--- src/thermistor_pkg.sv ---
// Constants, register map and state codes for the thermistor temperature readout.
//
// What this block does
// External select stops conversion writes to temperature
// Host then writes temperature periodically itself
// Store ratiometric aux result every conversion period
// Aux result holds in shutdown or disabled
// Convert aux to signed temperature each period
// Temperature upper byte is whole-degree value
// Temperature holds its value through shutdown; a host write to the word still lands during shutdown
// Keep running mean over configurable window
// First reading seeds mean; shutdown holds it
// Each update refreshes high and low peaks
// Peaks reset to 80h/7Fh; host clears
// Peaks are signed bytes packed in one word
// Temperature equals aux*gain/16384 plus twice offset
// Linear space of 256 sixteen-bit words
// Read word is latched whole for the read
// Registers load defaults, keep through shutdown
// Reserved words read undefined, host avoids writes
// Bias divider, settle, then sample aux input
// Host temperature write overwritten by next conversion
package thermistor_pkg;
    // Clock rate and the conversion period in their own units.
    localparam int unsigned CLK_KHZ = 25000;
    localparam int unsigned CONV_PERIOD_MS = 1400;
    localparam int unsigned CONV_CYCLES = CLK_KHZ * CONV_PERIOD_MS;
    // Divider settling time before sampling; least time rounds up.
    localparam int unsigned SETTLE_US = 8;
    localparam int unsigned SETTLE_CYCLES = (CLK_KHZ * SETTLE_US + 999) / 1000;
    // Word indices; the byte address is four times the index.
    localparam logic [7:0] IDX_HYP_LOAD = 8'h04;
    localparam logic [7:0] IDX_REM_CAP = 8'h05;
    localparam logic [7:0] IDX_CHG_PCT = 8'h06;
    localparam logic [7:0] IDX_CELL_AGE = 8'h07;
    localparam logic [7:0] IDX_TEMPERATURE = 8'h08;
    localparam logic [7:0] IDX_CELL_VOLT = 8'h09;
    localparam logic [7:0] IDX_SENSE_CUR = 8'h0A;
    localparam logic [7:0] IDX_MEAN_CUR = 8'h0B;
    localparam logic [7:0] IDX_BLEND_PCT = 8'h0D;
    localparam logic [7:0] IDX_AVAIL_PCT = 8'h0E;
    localparam logic [7:0] IDX_BLEND_CAP = 8'h0F;
    localparam logic [7:0] IDX_TEMP_MEAN = 8'h16;
    localparam logic [7:0] IDX_PEAK_REC = 8'h1A;
    localparam logic [7:0] IDX_CONFIG = 8'h1D;
    localparam logic [7:0] IDX_AUX_RATIO = 8'h27;
    localparam logic [7:0] IDX_AVG_SETUP = 8'h29;
    localparam logic [7:0] IDX_TEMP_GAIN = 8'h2C;
    localparam logic [7:0] IDX_TEMP_OFFSET = 8'h2D;
    // Power-on values, indexed 0..4 for the low control words.
    localparam logic [15:0] MISC_RESET [5] = '{16'h0002, 16'hFF00, 16'h7F80,
        16'hFF00, 16'h0000};
    localparam logic [15:0] RST_REM_CAP = 16'h03E8;
    localparam logic [15:0] RST_PCT = 16'h3200;
    localparam logic [15:0] RST_CELL_AGE = 16'h6400;
    localparam logic [15:0] RST_TEMPERATURE = 16'h1600;
    localparam logic [15:0] RST_CELL_VOLT = 16'hB400;
    localparam logic [15:0] RST_ZERO = 16'h0000;
    localparam logic [15:0] RST_PEAK_REC = 16'h807F;
    localparam logic [15:0] RST_CONFIG = 16'h0200;
    localparam logic [15:0] RST_AUX_RATIO = 16'h88D0;
    localparam logic [15:0] RST_AVG_SETUP = 16'h4EA4;
    localparam logic [15:0] RST_TEMP_GAIN = 16'hE3E1;
    localparam logic [15:0] RST_TEMP_OFFSET = 16'h290E;
    // Configuration fields.
    localparam int unsigned CFG_TEN_BIT = 9;
    localparam int unsigned CFG_TEX_BIT = 8;
    localparam int unsigned CFG_SHDN_BIT = 7;
    localparam int unsigned AVG_SHIFT_LSB = 11;
    localparam logic [4:0] AVG_SHIFT_BASE = 5'h08;
    // Gain divides by 16384, a shift of fourteen.
    localparam int unsigned GAIN_SHIFT = 14;
    // One-hot conversion sequence states.
    typedef enum logic [3:0] {
        ST_IDLE = 4'b0001,
        ST_SETTLE = 4'b0010,
        ST_SAMPLE = 4'b0100,
        ST_CONV = 4'b1000
    } conv_state_t;
endpackage : thermistor_pkg

--- src/thermistor_temperature_readout.sv ---
// Temperature channel: thermistor sequencing, conversion, mean, peaks and APB registers.
//
// The APB slave port was decided locally.
`timescale 1ns/10ps
module thermistor_temperature_readout #(
    parameter int unsigned CONV_TICKS = thermistor_pkg::CONV_CYCLES,
    parameter int unsigned SETTLE_TICKS = thermistor_pkg::SETTLE_CYCLES
) (
    input wire logic pclk, // System clock, 25 MHz.
    input wire logic presetn, // Asynchronous reset, active low.
    input wire logic psel, // APB select.
    input wire logic penable, // APB access phase.
    input wire logic pwrite, // APB direction, high for write.
    input wire logic [9:0] paddr, // APB byte address.
    input wire logic [31:0] pwdata, // APB write data.
    output logic [31:0] prdata, // APB read data, registered.
    output logic pready, // APB ready, always high.
    output logic pslverr, // APB error, always low.
    input wire logic [15:0] aux_data, // Ratiometric aux converter result.
    output logic thermistor_bias_pin // High ties the divider to its supply.
);
    import thermistor_pkg::*;

    ////////////////////////////////////////////////////////////////////////////
    // Bus decode.

    logic [7:0] idx; // Word index of the access.
    logic wr_en; // Write takes effect this edge.
    logic rd_setup; // Read setup cycle.
    logic [15:0] wdata; // Low half of the write data.

    assign idx = paddr[9:2];
    assign wr_en = psel & penable & pwrite;
    assign rd_setup = psel & ~penable & ~pwrite;
    assign wdata = pwdata[15:0];
    // Zero wait states, so the access phase always ends at once.
    assign pready = 1'b1;
    assign pslverr = 1'b0;

    ////////////////////////////////////////////////////////////////////////////
    // Register storage.

    logic [15:0] misc_rw [5]; // Alert status, limits and hypothetical load.
    logic [15:0] config_word; // Enable, external select and shutdown.
    logic [15:0] averaging_setup_word; // Mean window selection.
    logic [15:0] temp_gain_coef; // Signed conversion gain.
    logic [15:0] temp_offset_coef; // Signed conversion offset.
    logic [15:0] temperature; // Signed temperature word.
    logic [15:0] aux_ratio_result; // Last ratiometric sample.
    logic [31:0] mean_acc; // Mean with sixteen fraction bits.
    logic [7:0] temp_peak_high; // Highest whole-degree reading.
    logic [7:0] temp_peak_low; // Lowest whole-degree reading.
    logic seeded; // Mean has taken its first reading.

    logic ten; // Measurement enabled.
    logic tex; // Temperature is supplied by the host.
    logic shdn; // Block is in shutdown.

    assign ten = config_word[CFG_TEN_BIT];
    assign tex = config_word[CFG_TEX_BIT];
    assign shdn = config_word[CFG_SHDN_BIT];

    // Plain control words: write stores, reset loads the defaults.
    always_ff @(posedge pclk or negedge presetn) begin
        if (!presetn) begin
            for (int i = 0; i < 5; i++) begin
                misc_rw[i] <= MISC_RESET[i];
            end
            config_word <= RST_CONFIG;
            averaging_setup_word <= RST_AVG_SETUP;
            temp_gain_coef <= RST_TEMP_GAIN;
            temp_offset_coef <= RST_TEMP_OFFSET;
        end else if (wr_en) begin
            // Reserved and read-only words simply ignore writes.
            if (idx <= IDX_HYP_LOAD) begin
                misc_rw[idx[2:0]] <= wdata;
            end else if (idx == IDX_CONFIG) begin
                config_word <= wdata;
            end else if (idx == IDX_AVG_SETUP) begin
                averaging_setup_word <= wdata;
            end else if (idx == IDX_TEMP_GAIN) begin
                temp_gain_coef <= wdata;
            end else if (idx == IDX_TEMP_OFFSET) begin
                temp_offset_coef <= wdata;
            end
        end
    end

    ////////////////////////////////////////////////////////////////////////////
    // Conversion period timer.

    logic [31:0] period_cnt; // Cycles into the current period.
    logic conv_start; // One-cycle start of a conversion.
    logic abort; // Sequence must stop at once.

    assign abort = shdn | ~ten;
    assign conv_start = (period_cnt == CONV_TICKS - 1) & ~abort;

    // The timer freezes in shutdown so the cadence resumes where it left off.
    always_ff @(posedge pclk or negedge presetn) begin
        if (!presetn) begin
            period_cnt <= '0;
        end else if (!shdn) begin
            if (period_cnt == CONV_TICKS - 1) begin
                period_cnt <= '0;
            end else begin
                period_cnt <= period_cnt + 32'h1;
            end
        end
    end

    ////////////////////////////////////////////////////////////////////////////
    // Conversion sequence.

    conv_state_t state; // Present sequence state.
    conv_state_t next_state; // Following sequence state.
    logic [31:0] settle_cnt; // Cycles the divider has been biased.
    logic conv_fire; // Conversion result is applied this edge.

    assign conv_fire = (state == ST_CONV) & ~abort;

    // Bias first, wait for the divider to settle, sample, then convert.
    always_comb begin
        next_state = state;
        if (abort) begin
            next_state = ST_IDLE;
        end else begin
            case (state)
                ST_IDLE: begin
                    if (conv_start) begin
                        next_state = ST_SETTLE;
                    end
                end
                ST_SETTLE: begin
                    if (settle_cnt == SETTLE_TICKS - 1) begin
                        next_state = ST_SAMPLE;
                    end
                end
                ST_SAMPLE: begin
                    next_state = ST_CONV;
                end
                ST_CONV: begin
                    next_state = ST_IDLE;
                end
                default: begin
                    next_state = ST_IDLE;
                end
            endcase
        end
    end

    // State and settle counter.
    always_ff @(posedge pclk or negedge presetn) begin
        if (!presetn) begin
            state <= ST_IDLE;
            settle_cnt <= '0;
        end else begin
            state <= next_state;
            if (state == ST_SETTLE) begin
                settle_cnt <= settle_cnt + 32'h1;
            end else begin
                settle_cnt <= '0;
            end
        end
    end

    // The divider draws current, so it is biased only while measuring.
    always_ff @(posedge pclk or negedge presetn) begin
        if (!presetn) begin
            thermistor_bias_pin <= 1'b0;
        end else begin
            thermistor_bias_pin <= (next_state == ST_SETTLE) |
                (next_state == ST_SAMPLE);
        end
    end

    // Capture the aux sample; it holds at all other times.
    always_ff @(posedge pclk or negedge presetn) begin
        if (!presetn) begin
            aux_ratio_result <= RST_AUX_RATIO;
        end else if (state == ST_SAMPLE && !abort) begin
            aux_ratio_result <= aux_data;
        end
    end

    ////////////////////////////////////////////////////////////////////////////
    // Temperature arithmetic.

    logic signed [32:0] product; // Aux result times signed gain.
    logic [15:0] next_temp; // Converted temperature.

    // Aux is unsigned, so it gains a zero sign bit before the multiply.
    always_comb begin
        product = $signed({1'b0, aux_ratio_result}) * $signed(temp_gain_coef);
        next_temp = product[GAIN_SHIFT + 15:GAIN_SHIFT] +
            {temp_offset_coef[14:0], 1'b0};
    end

    logic temp_wr; // Host writes the temperature word.
    logic temp_upd; // Temperature word takes a new reading.
    logic [15:0] upd_val; // The new reading.

    assign temp_wr = wr_en & (idx == IDX_TEMPERATURE);
    assign temp_upd = (conv_fire & ~tex) | (temp_wr & ~shdn);
    assign upd_val = (conv_fire & ~tex) ? next_temp : wdata;

    // Conversion wins over a host write in the same cycle.
    always_ff @(posedge pclk or negedge presetn) begin
        if (!presetn) begin
            temperature <= RST_TEMPERATURE;
        end else if (conv_fire && !tex) begin
            temperature <= next_temp;
        end else if (temp_wr) begin
            temperature <= wdata;
        end
    end

    ////////////////////////////////////////////////////////////////////////////
    // Running mean.

    logic [4:0] avg_shift; // Filter shift, eight to fifteen.
    logic signed [32:0] mean_diff; // New reading less the mean.
    logic signed [32:0] mean_step; // Scaled correction.

    // Shifts of 8..15 span about 6 minutes to 13 hours at 1.4 s a sample.
    always_comb begin
        avg_shift = AVG_SHIFT_BASE +
            {2'b00, averaging_setup_word[AVG_SHIFT_LSB + 2:AVG_SHIFT_LSB]};
        mean_diff = $signed({upd_val[15], upd_val, 16'h0000}) -
            $signed({mean_acc[31], mean_acc});
        mean_step = mean_diff >>> avg_shift;
    end

    // The first reading loads the mean outright; shutdown freezes it.
    always_ff @(posedge pclk or negedge presetn) begin
        if (!presetn) begin
            mean_acc <= {RST_TEMPERATURE, 16'h0000};
            seeded <= 1'b0;
        end else if (temp_upd) begin
            seeded <= 1'b1;
            if (!seeded) begin
                mean_acc <= {upd_val, 16'h0000};
            end else begin
                mean_acc <= mean_acc + mean_step[31:0];
            end
        end
    end

    ////////////////////////////////////////////////////////////////////////////
    // Peak record.

    logic peak_wr; // Host writes the peak record.
    logic [7:0] base_high; // High peak after any host write.
    logic [7:0] base_low; // Low peak after any host write.
    logic [7:0] upd_byte; // Whole-degree byte of the new reading.

    assign peak_wr = wr_en & (idx == IDX_PEAK_REC);
    assign base_high = peak_wr ? wdata[15:8] : temp_peak_high;
    assign base_low = peak_wr ? wdata[7:0] : temp_peak_low;
    assign upd_byte = upd_val[15:8];

    // A reading in the cycle of a clear is compared against the cleared value,
    // so the event is never lost.
    always_ff @(posedge pclk or negedge presetn) begin
        if (!presetn) begin
            temp_peak_high <= RST_PEAK_REC[15:8];
            temp_peak_low <= RST_PEAK_REC[7:0];
        end else begin
            temp_peak_high <= base_high;
            temp_peak_low <= base_low;
            if (temp_upd && $signed(upd_byte) > $signed(base_high)) begin
                temp_peak_high <= upd_byte;
            end
            if (temp_upd && $signed(upd_byte) < $signed(base_low)) begin
                temp_peak_low <= upd_byte;
            end
        end
    end

    ////////////////////////////////////////////////////////////////////////////
    // Read path.

    logic [15:0] read_word; // Word selected by the address.

    // Gauge outputs outside this channel read their power-on values.
    always_comb begin
        read_word = RST_ZERO;
        if (idx <= IDX_HYP_LOAD) begin
            read_word = misc_rw[idx[2:0]];
        end else begin
            case (idx)
                IDX_REM_CAP: read_word = RST_REM_CAP;
                IDX_CHG_PCT: read_word = RST_PCT;
                IDX_CELL_AGE: read_word = RST_CELL_AGE;
                IDX_TEMPERATURE: read_word = temperature;
                IDX_CELL_VOLT: read_word = RST_CELL_VOLT;
                IDX_SENSE_CUR: read_word = RST_ZERO;
                IDX_MEAN_CUR: read_word = RST_ZERO;
                IDX_BLEND_PCT: read_word = RST_PCT;
                IDX_AVAIL_PCT: read_word = RST_PCT;
                IDX_BLEND_CAP: read_word = RST_REM_CAP;
                IDX_TEMP_MEAN: read_word = mean_acc[31:16];
                IDX_PEAK_REC: read_word = {temp_peak_high, temp_peak_low};
                IDX_CONFIG: read_word = config_word;
                IDX_AUX_RATIO: read_word = aux_ratio_result;
                IDX_AVG_SETUP: read_word = averaging_setup_word;
                IDX_TEMP_GAIN: read_word = temp_gain_coef;
                IDX_TEMP_OFFSET: read_word = temp_offset_coef;
                default: read_word = RST_ZERO;
            endcase
        end
    end

    // The whole word is caught in the setup cycle and held through the access,
    // so both bytes come from the same instant.
    always_ff @(posedge pclk or negedge presetn) begin
        if (!presetn) begin
            prdata <= '0;
        end else if (rd_setup) begin
            prdata <= {16'h0000, read_word};
        end
    end
endmodule : thermistor_temperature_readout

--- config.mk ---
export PLATFORM = sky130hd
export DESIGN_NAME = thermistor_temperature_readout
export DESIGN_NICKNAME = d
export VERILOG_FILES = /design/src/thermistor_pkg.sv /design/src/thermistor_temperature_readout.sv
export SDC_FILE = /design/constraint.sdc
export NUM_CORES = 1
export LEC_CHECK = 0
export BUFFER_PORTS_ARGS = -buffer_cell sky130_fd_sc_hd__buf_2
export CORE_UTILIZATION = 40
export CTS_CLUSTER_SIZE = 16
export DETAILED_ROUTE_END_ITERATION = 16
export PLACE_DENSITY = 0.67
export REMOVE_ABC_BUFFERS = 1
export SLEW_MARGIN = 20
export SYNTH_ARGS = -nofsm -noshare
export SYNTH_HDL_FRONTEND = slang
export SYNTH_SLANG_ARGS = --single-unit
--- constraint.sdc ---
create_clock -name pclk -period 10.9 [get_ports pclk]
set_input_delay 1.635 -clock pclk [delete_from_list [all_inputs] [get_ports pclk]]
set_output_delay 1.635 -clock pclk [all_outputs]
set_load 0.1 [all_outputs]
# After elaboration in Yosys (flattened, before gate mapping)
# Index checks and enable logic that the tools add are counted.
# totals
word_cells,117
rom_bits,0
input_bits,63
output_inout_bits,35
memories,0
regBits,310
latch_bits,0
ramBits,0
# op_classes
n_eq_ne,23
n_reduce_logical,15
div_mod_pow,0
shift,1
muxes,22
magnitude_cmp,5
addsub,6
multipliers,1
bitwise,24
# op_table
operator,n
case mux 16 bit (12 select lines),1
2-to-1 mux 16 bit,7
2-to-1 mux 32 bit,3
bitwise mux 80 bit,1
adder 32 x 1 -> 32 bit (second input constant),2
binary-select mux 16 bit (select 3 bit),1
demux 16 bit (select 3 bit),1
== test 8 x 4 -> 1 bit (second input constant),5
>>> shifter 33 x 5 -> 32 bit,1
subtractor 32 x 32 -> 33 bit,1
adder 32 bit,1
== test 32 x 26 -> 1 bit (second input constant),1
== test 32 x 8 -> 1 bit (second input constant),1
== test 8 x 6 -> 1 bit (second input constant),4
2-to-1 mux 8 bit,4
multiplier 17 x 16 -> 30 bit,1
== test 8 x 3 -> 1 bit (second input constant),3
== test 8 x 5 -> 1 bit (second input constant),3
adder 16 bit,1
2-to-1 mux 4 bit,3
case mux 4 bit (3 select lines),1
bitwise AND 1 bit,10
NOT 1 bit,10
== test 4 x 2 -> 1 bit (second input constant),2
other kinds (21),29

# Longest topological paths before layout
# logic_depth
ltp_word,10
depth_mapped,55
depth_no_buf,53

# Worst setup path after synthesis
# No wires, ideal clock.
# synth_timing
path_kind,register to register
from,reg temp_gain_coef[7]
to,reg mean_acc[24]
arrival_time_ns,11.493
period_less_slack_ns,11.570
setup_slack_ns,-0.670
setup_time_ns,0.077
stages_incl_launch_ff,52
n_path_buf,3
cell_sequence,dfstp_2 -> clkbuf_1 -> clkbuf_1 -> nand2_1 -> fa_1 -> inv_1 -> fa_1 -> inv_1 -> fa_1 -> inv_1 -> fa_1 -> fa_1 -> inv_1 -> fa_1 -> inv_1 -> ha_1 -> a21oi_1 -> a21boi_0 -> [... 16 more ...] -> nor2b_1 -> o21ai_1 -> and2_1 -> or3_1 -> a22oi_1 -> mux2i_1 -> mux2_2 -> ha_1 -> clkbuf_1 -> a21oi_1 -> o21ai_0 -> a21o_1 -> a221o_1 -> o31ai_1 -> o21ai_0 -> a2111o_1 -> and3_1 -> o21ai_1
# synth_between
elab_chain_len,7
# synth_lines
item,line,rtl
from (decl),thermistor_temperature_readout.sv:46,logic [15:0] temp_gain_coef;
from (signal assigned),thermistor_temperature_readout.sv:82,temp_gain_coef <= wdata;
multiplier 17 x 16 -> 30 bit,thermistor_temperature_readout.sv:194,"product = $signed({1'b0, aux_ratio_result}) * $signed(temp_gain_coef);"
adder 16 bit,thermistor_temperature_readout.sv:195,next_temp = product[GAIN_SHIFT + 15:GAIN_SHIFT] +
2-to-1 mux 16 bit,thermistor_temperature_readout.sv:205,assign upd_val = (conv_fire & ~tex) ? next_temp : wdata;
named net upd_val[10],thermistor_temperature_readout.sv:201,logic [15:0] upd_val;
subtractor 32 x 32 -> 33 bit,thermistor_temperature_readout.sv:229,"mean_diff = $signed({upd_val[15], upd_val, 16'h0000}) -"
>>> shifter 33 x 5 -> 32 bit,thermistor_temperature_readout.sv:231,mean_step = mean_diff >>> avg_shift;
adder 32 bit,thermistor_temperature_readout.sv:244,mean_acc <= mean_acc + mean_step[31:0];
2-to-1 mux 32 bit,thermistor_temperature_readout.sv:241,if (!seeded) begin
to (signal assigned),thermistor_temperature_readout.sv:237,"mean_acc <= {RST_TEMPERATURE, 16'h0000};"
to (signal assigned),thermistor_temperature_readout.sv:242,"mean_acc <= {upd_val, 16'h0000};"
to (signal assigned),thermistor_temperature_readout.sv:244,
to (decl),thermistor_temperature_readout.sv:50,logic [31:0] mean_acc;
# The timed path passes the listed nets, and every way through them passes these cells.
# A chain may end at the register's enable or synchronous reset.

# Final worst setup path
# layout_timing
from,reg aux_ratio_result[6]
to,reg mean_acc[30]
# layout_between
elab_chain_len,7
# layout_lines
item,line,rtl
from (decl),thermistor_temperature_readout.sv:49,logic [15:0] aux_ratio_result;
from (signal assigned),thermistor_temperature_readout.sv:182,aux_ratio_result <= aux_data;
multiplier 17 x 16 -> 30 bit,thermistor_temperature_readout.sv:194,
adder 16 bit,thermistor_temperature_readout.sv:195,
2-to-1 mux 16 bit,thermistor_temperature_readout.sv:205,
named net upd_val[10],thermistor_temperature_readout.sv:201,
subtractor 32 x 32 -> 33 bit,thermistor_temperature_readout.sv:229,
>>> shifter 33 x 5 -> 32 bit,thermistor_temperature_readout.sv:231,
adder 32 bit,thermistor_temperature_readout.sv:244,
2-to-1 mux 32 bit,thermistor_temperature_readout.sv:241,
# The timed path passes the listed nets, and every way through them passes these cells.

==> flow_metrics.tcl <==
set metrics [dict create \
    status "finished, violations left" \
    violations "negative setup slack" \
    worst_path_dominant_cell_family "adder cells" \
    clockBufferDepth 3 \
    yosysMostFrequentCell "nand2_1" \
    avgViaCountPerCell 5.47 \
    fp.dieH_um 260 \
    area_growth_pct 22.5 \
    r2r_start "aux_ratio_result[6]" \
    gp_congestion 0.908 \
    fillers 5871 \
    grt_pass1_wl_um 120000 \
    antenna_found_initial 3 \
    synth_ff_type "dfrtp_1" \
    setup_violations 14 \
    drv_cap 0 \
    drt-pass1-iter-count 6 \
    ys_ff_latch 310 \
    drt_wl_total_um 75200 \
    finalHoldViolations 0 \
    ys_async_sr_fraction_pct 100 \
    grt_use_total_pct 22.4 \
    required_ns 11.33 \
    antennaDiodeCount 0 \
    cpPeakStageDelay_ns 0.61 \
    end_kind "register" \
    slew_headroom_pct 24.2 \
    crit_path_start "aux_ratio_result[6]" \
    yosysSeqAreaShare_pct 29.5 \
    yosysUniqueCellTypes 69 \
    fin_crit_ns 11.29 \
    hold_path.startpoint "period_cnt[31]" \
    dieArea_um2 67500 \
    initialDrtViolationCount 1555 \
    synth_top_area_share_pct 22.8 \
    max_slew.worst_pin.slew_ns 1.14 \
    clockRootBuffer "clkbuf_16" \
    grt_max_degree 95 \
    period_share_pct 104 \
    finClkSkew_ns 0.0360 \
    syn_inst 2768 \
    drive_gt1_share_pct 29.4 \
    htreeDepth 2 \
    rows 94 \
    p_leak_nw 15.5 \
    clkSlewWorstSetupHoldPaths_ns 0.06 \
    cts_tree "built" \
    syn_area_per_cell_um2 9.61 \
    cts_made_buffers 38 \
    detail_route.wl_per_cell_um 18.9 \
    fin_tns_setup_ns -2.96 \
    num_vias 21800 \
    drc 0 \
    yosys_warnings 0 \
    hold_path_class "register to register" \
    port_buffers 61 \
    synth-edff-count 0 \
    gr-total-overflow 0 \
    cts_hold_buf 0 \
    max_freq_mhz 88.6 \
    peakVddDrop_uv 172 \
    yosysTopAreaCell "dfrtp_1" \
    core_um2 65700 \
    die_w_um 260 \
    dp_hpwl_um 55000 \
    cp.arrival_ns 11.72 \
    startpoint_type "register" \
    maxSlewViolCount 0 \
    worstPathMaxFanout 5 \
    critPathBufInv 8 \
    cpMaxStageDelayCell "dfstp_2" \
    rsz0062_at_grt "true" \
    powerDensity_nw_per_um2 98.9 \
    clock_sinks 310 \
    fin_ws_ns -0.390 \
    ys_top_cells_by_area "dfrtp_1 23%, fa_1 15%, ha_1 8.5%" \
    critPathKind "register to register" \
    final_nets 3523 \
    dpl_worst_slack_ns -1.10 \
    start_util_pct 40.4 \
    pin_count 98 \
    cp_common_cell "fa_1" \
    netlist_top_cells_count "292 x nand2_1, 275 x inv_1, 242 x dfrtp_1, 195 x fa_1, 181 x ha_1" \
    syn_area_um2 26600 \
    antenna_left 0 \
    grt_pass1_vias 22000 \
    clk_latency_ns 0.59 \
]
==> kinds of logic (layout without fill, tap and decap cells) <==
kind of cell | after synthesis | count (layout) | synth area share (%)
simple gates | 833 | 833 | 15.2
other cells | 2 | 18 | 0.0282
compound gates | 453 | 453 | 11.1
xor+xnor | 122 | 122 | 4.02
flops | 310 | 310 | 29.5
buf+inv | 432 | 762 | 6.36
fa+ha+maj | 376 | 376 | 23.2
mux | 240 | 240 | 10.6
==> timing repair <==
action	4_1_cts	5_1_grt
buffers inserted	29	24
resized for setup	146	111
pin swaps	95	89
setup endpoints to repair	17	20
==> per-stage QoR <==
| step | total power [mW] | cells | utilization, % | cell area (µm²) | hold WS (ns) |
|---|---|---|---|---|---|
| global route | 3.35 | 3978 | 49.5 | 32600 | 0.483 |
| detailed placement | 1.86 | 3857 | 45.3 | 29800 | 0.462 |
| finish | 3.22 | 3978 | 49.5 | 32600 | 0.475 |
| floorplan | 1.63 | 2632 | - | 26000 | 0.438 |
| global placement | 1.85 | 3857 | 45.3 | 29800 | 0.458 |
| CTS | 3.20 | 3956 | 48.5 | 31900 | 0.478 |
==> worst reg2reg max path: cells and delay by family (launching register included) <==
| family | cells | cell delay [ns] |
|---|---|---|
| fa+ha+maj | 10 | 4.21 |
| buf+inv | 8 | 0.89 |
| xor+xnor | 1 | 0.16 |
| compound gates | 18 | 3.33 |
| mux | 3 | 0.38 |
| simple gates | 10 | 1.56 |
| flops | 1 | 0.61 |
==> registers in the layout, indices dropped and copies added (netlist names), 32 cells and up <==
| register | count |
|---|---|
| mean_acc | 32 |
| period_cnt | 32 |
| misc_rw | 80 |
| settle_cnt | 32 |
==> per-layer routing <==
metal  GRT usage [%]  wire length [µm]
met5               0                27
met4            6.78              2270
met3            4.02              5090
met2            36.3             35000
met1            30.5             32700
==> where the power goes <==
part	internal [mW]	switching, mW	total [mW]
registers	1.19	0.0373	1.23
clock network	0.730	0.570	1.30
logic	0.280	0.415	0.695
==> final timing paths <==
check	to	slack, ns	cells after the start
max	mean_acc[30]	-0.39	50
min in group asynchronous	mean_acc[3]	1.09	1
min	period_cnt[31]	0.48	1
max reg2reg	mean_acc[30]	-0.39	50
max in group asynchronous	temp_gain_coef[11]	7.54	3
min reg2reg	period_cnt[31]	0.48	1
==> layout make-up <==
cell class	count	area (µm²)	share of cell area, %
tap	864	1080	3.32
timing repair buffer	412	3160	9.71
clock inverter	20	205	0.630
clock buffer	50	1070	3.27
inverter	280	1050	3.23
sequential	310	7850	24.1
multi-input combinational	2042	18200	55.7
==> cells in the final DEF, fill, tap and decap left out, types with 53 or more instances in the layout <==
master and count:
nor2_1 149, nand2_1 279, xor2_1 53, o21ai_0 73
fa_1 187, mux2i_1 55, buf_2 60, dfstp_2 67
a21oi_1 104, inv_1 259, buf_4 318, and2_1 123
mux2_2 159, ha_1 152, xnor2_1 62, dfrtp_1 237
Note: power is estimated with default switching activity, not from simulation.
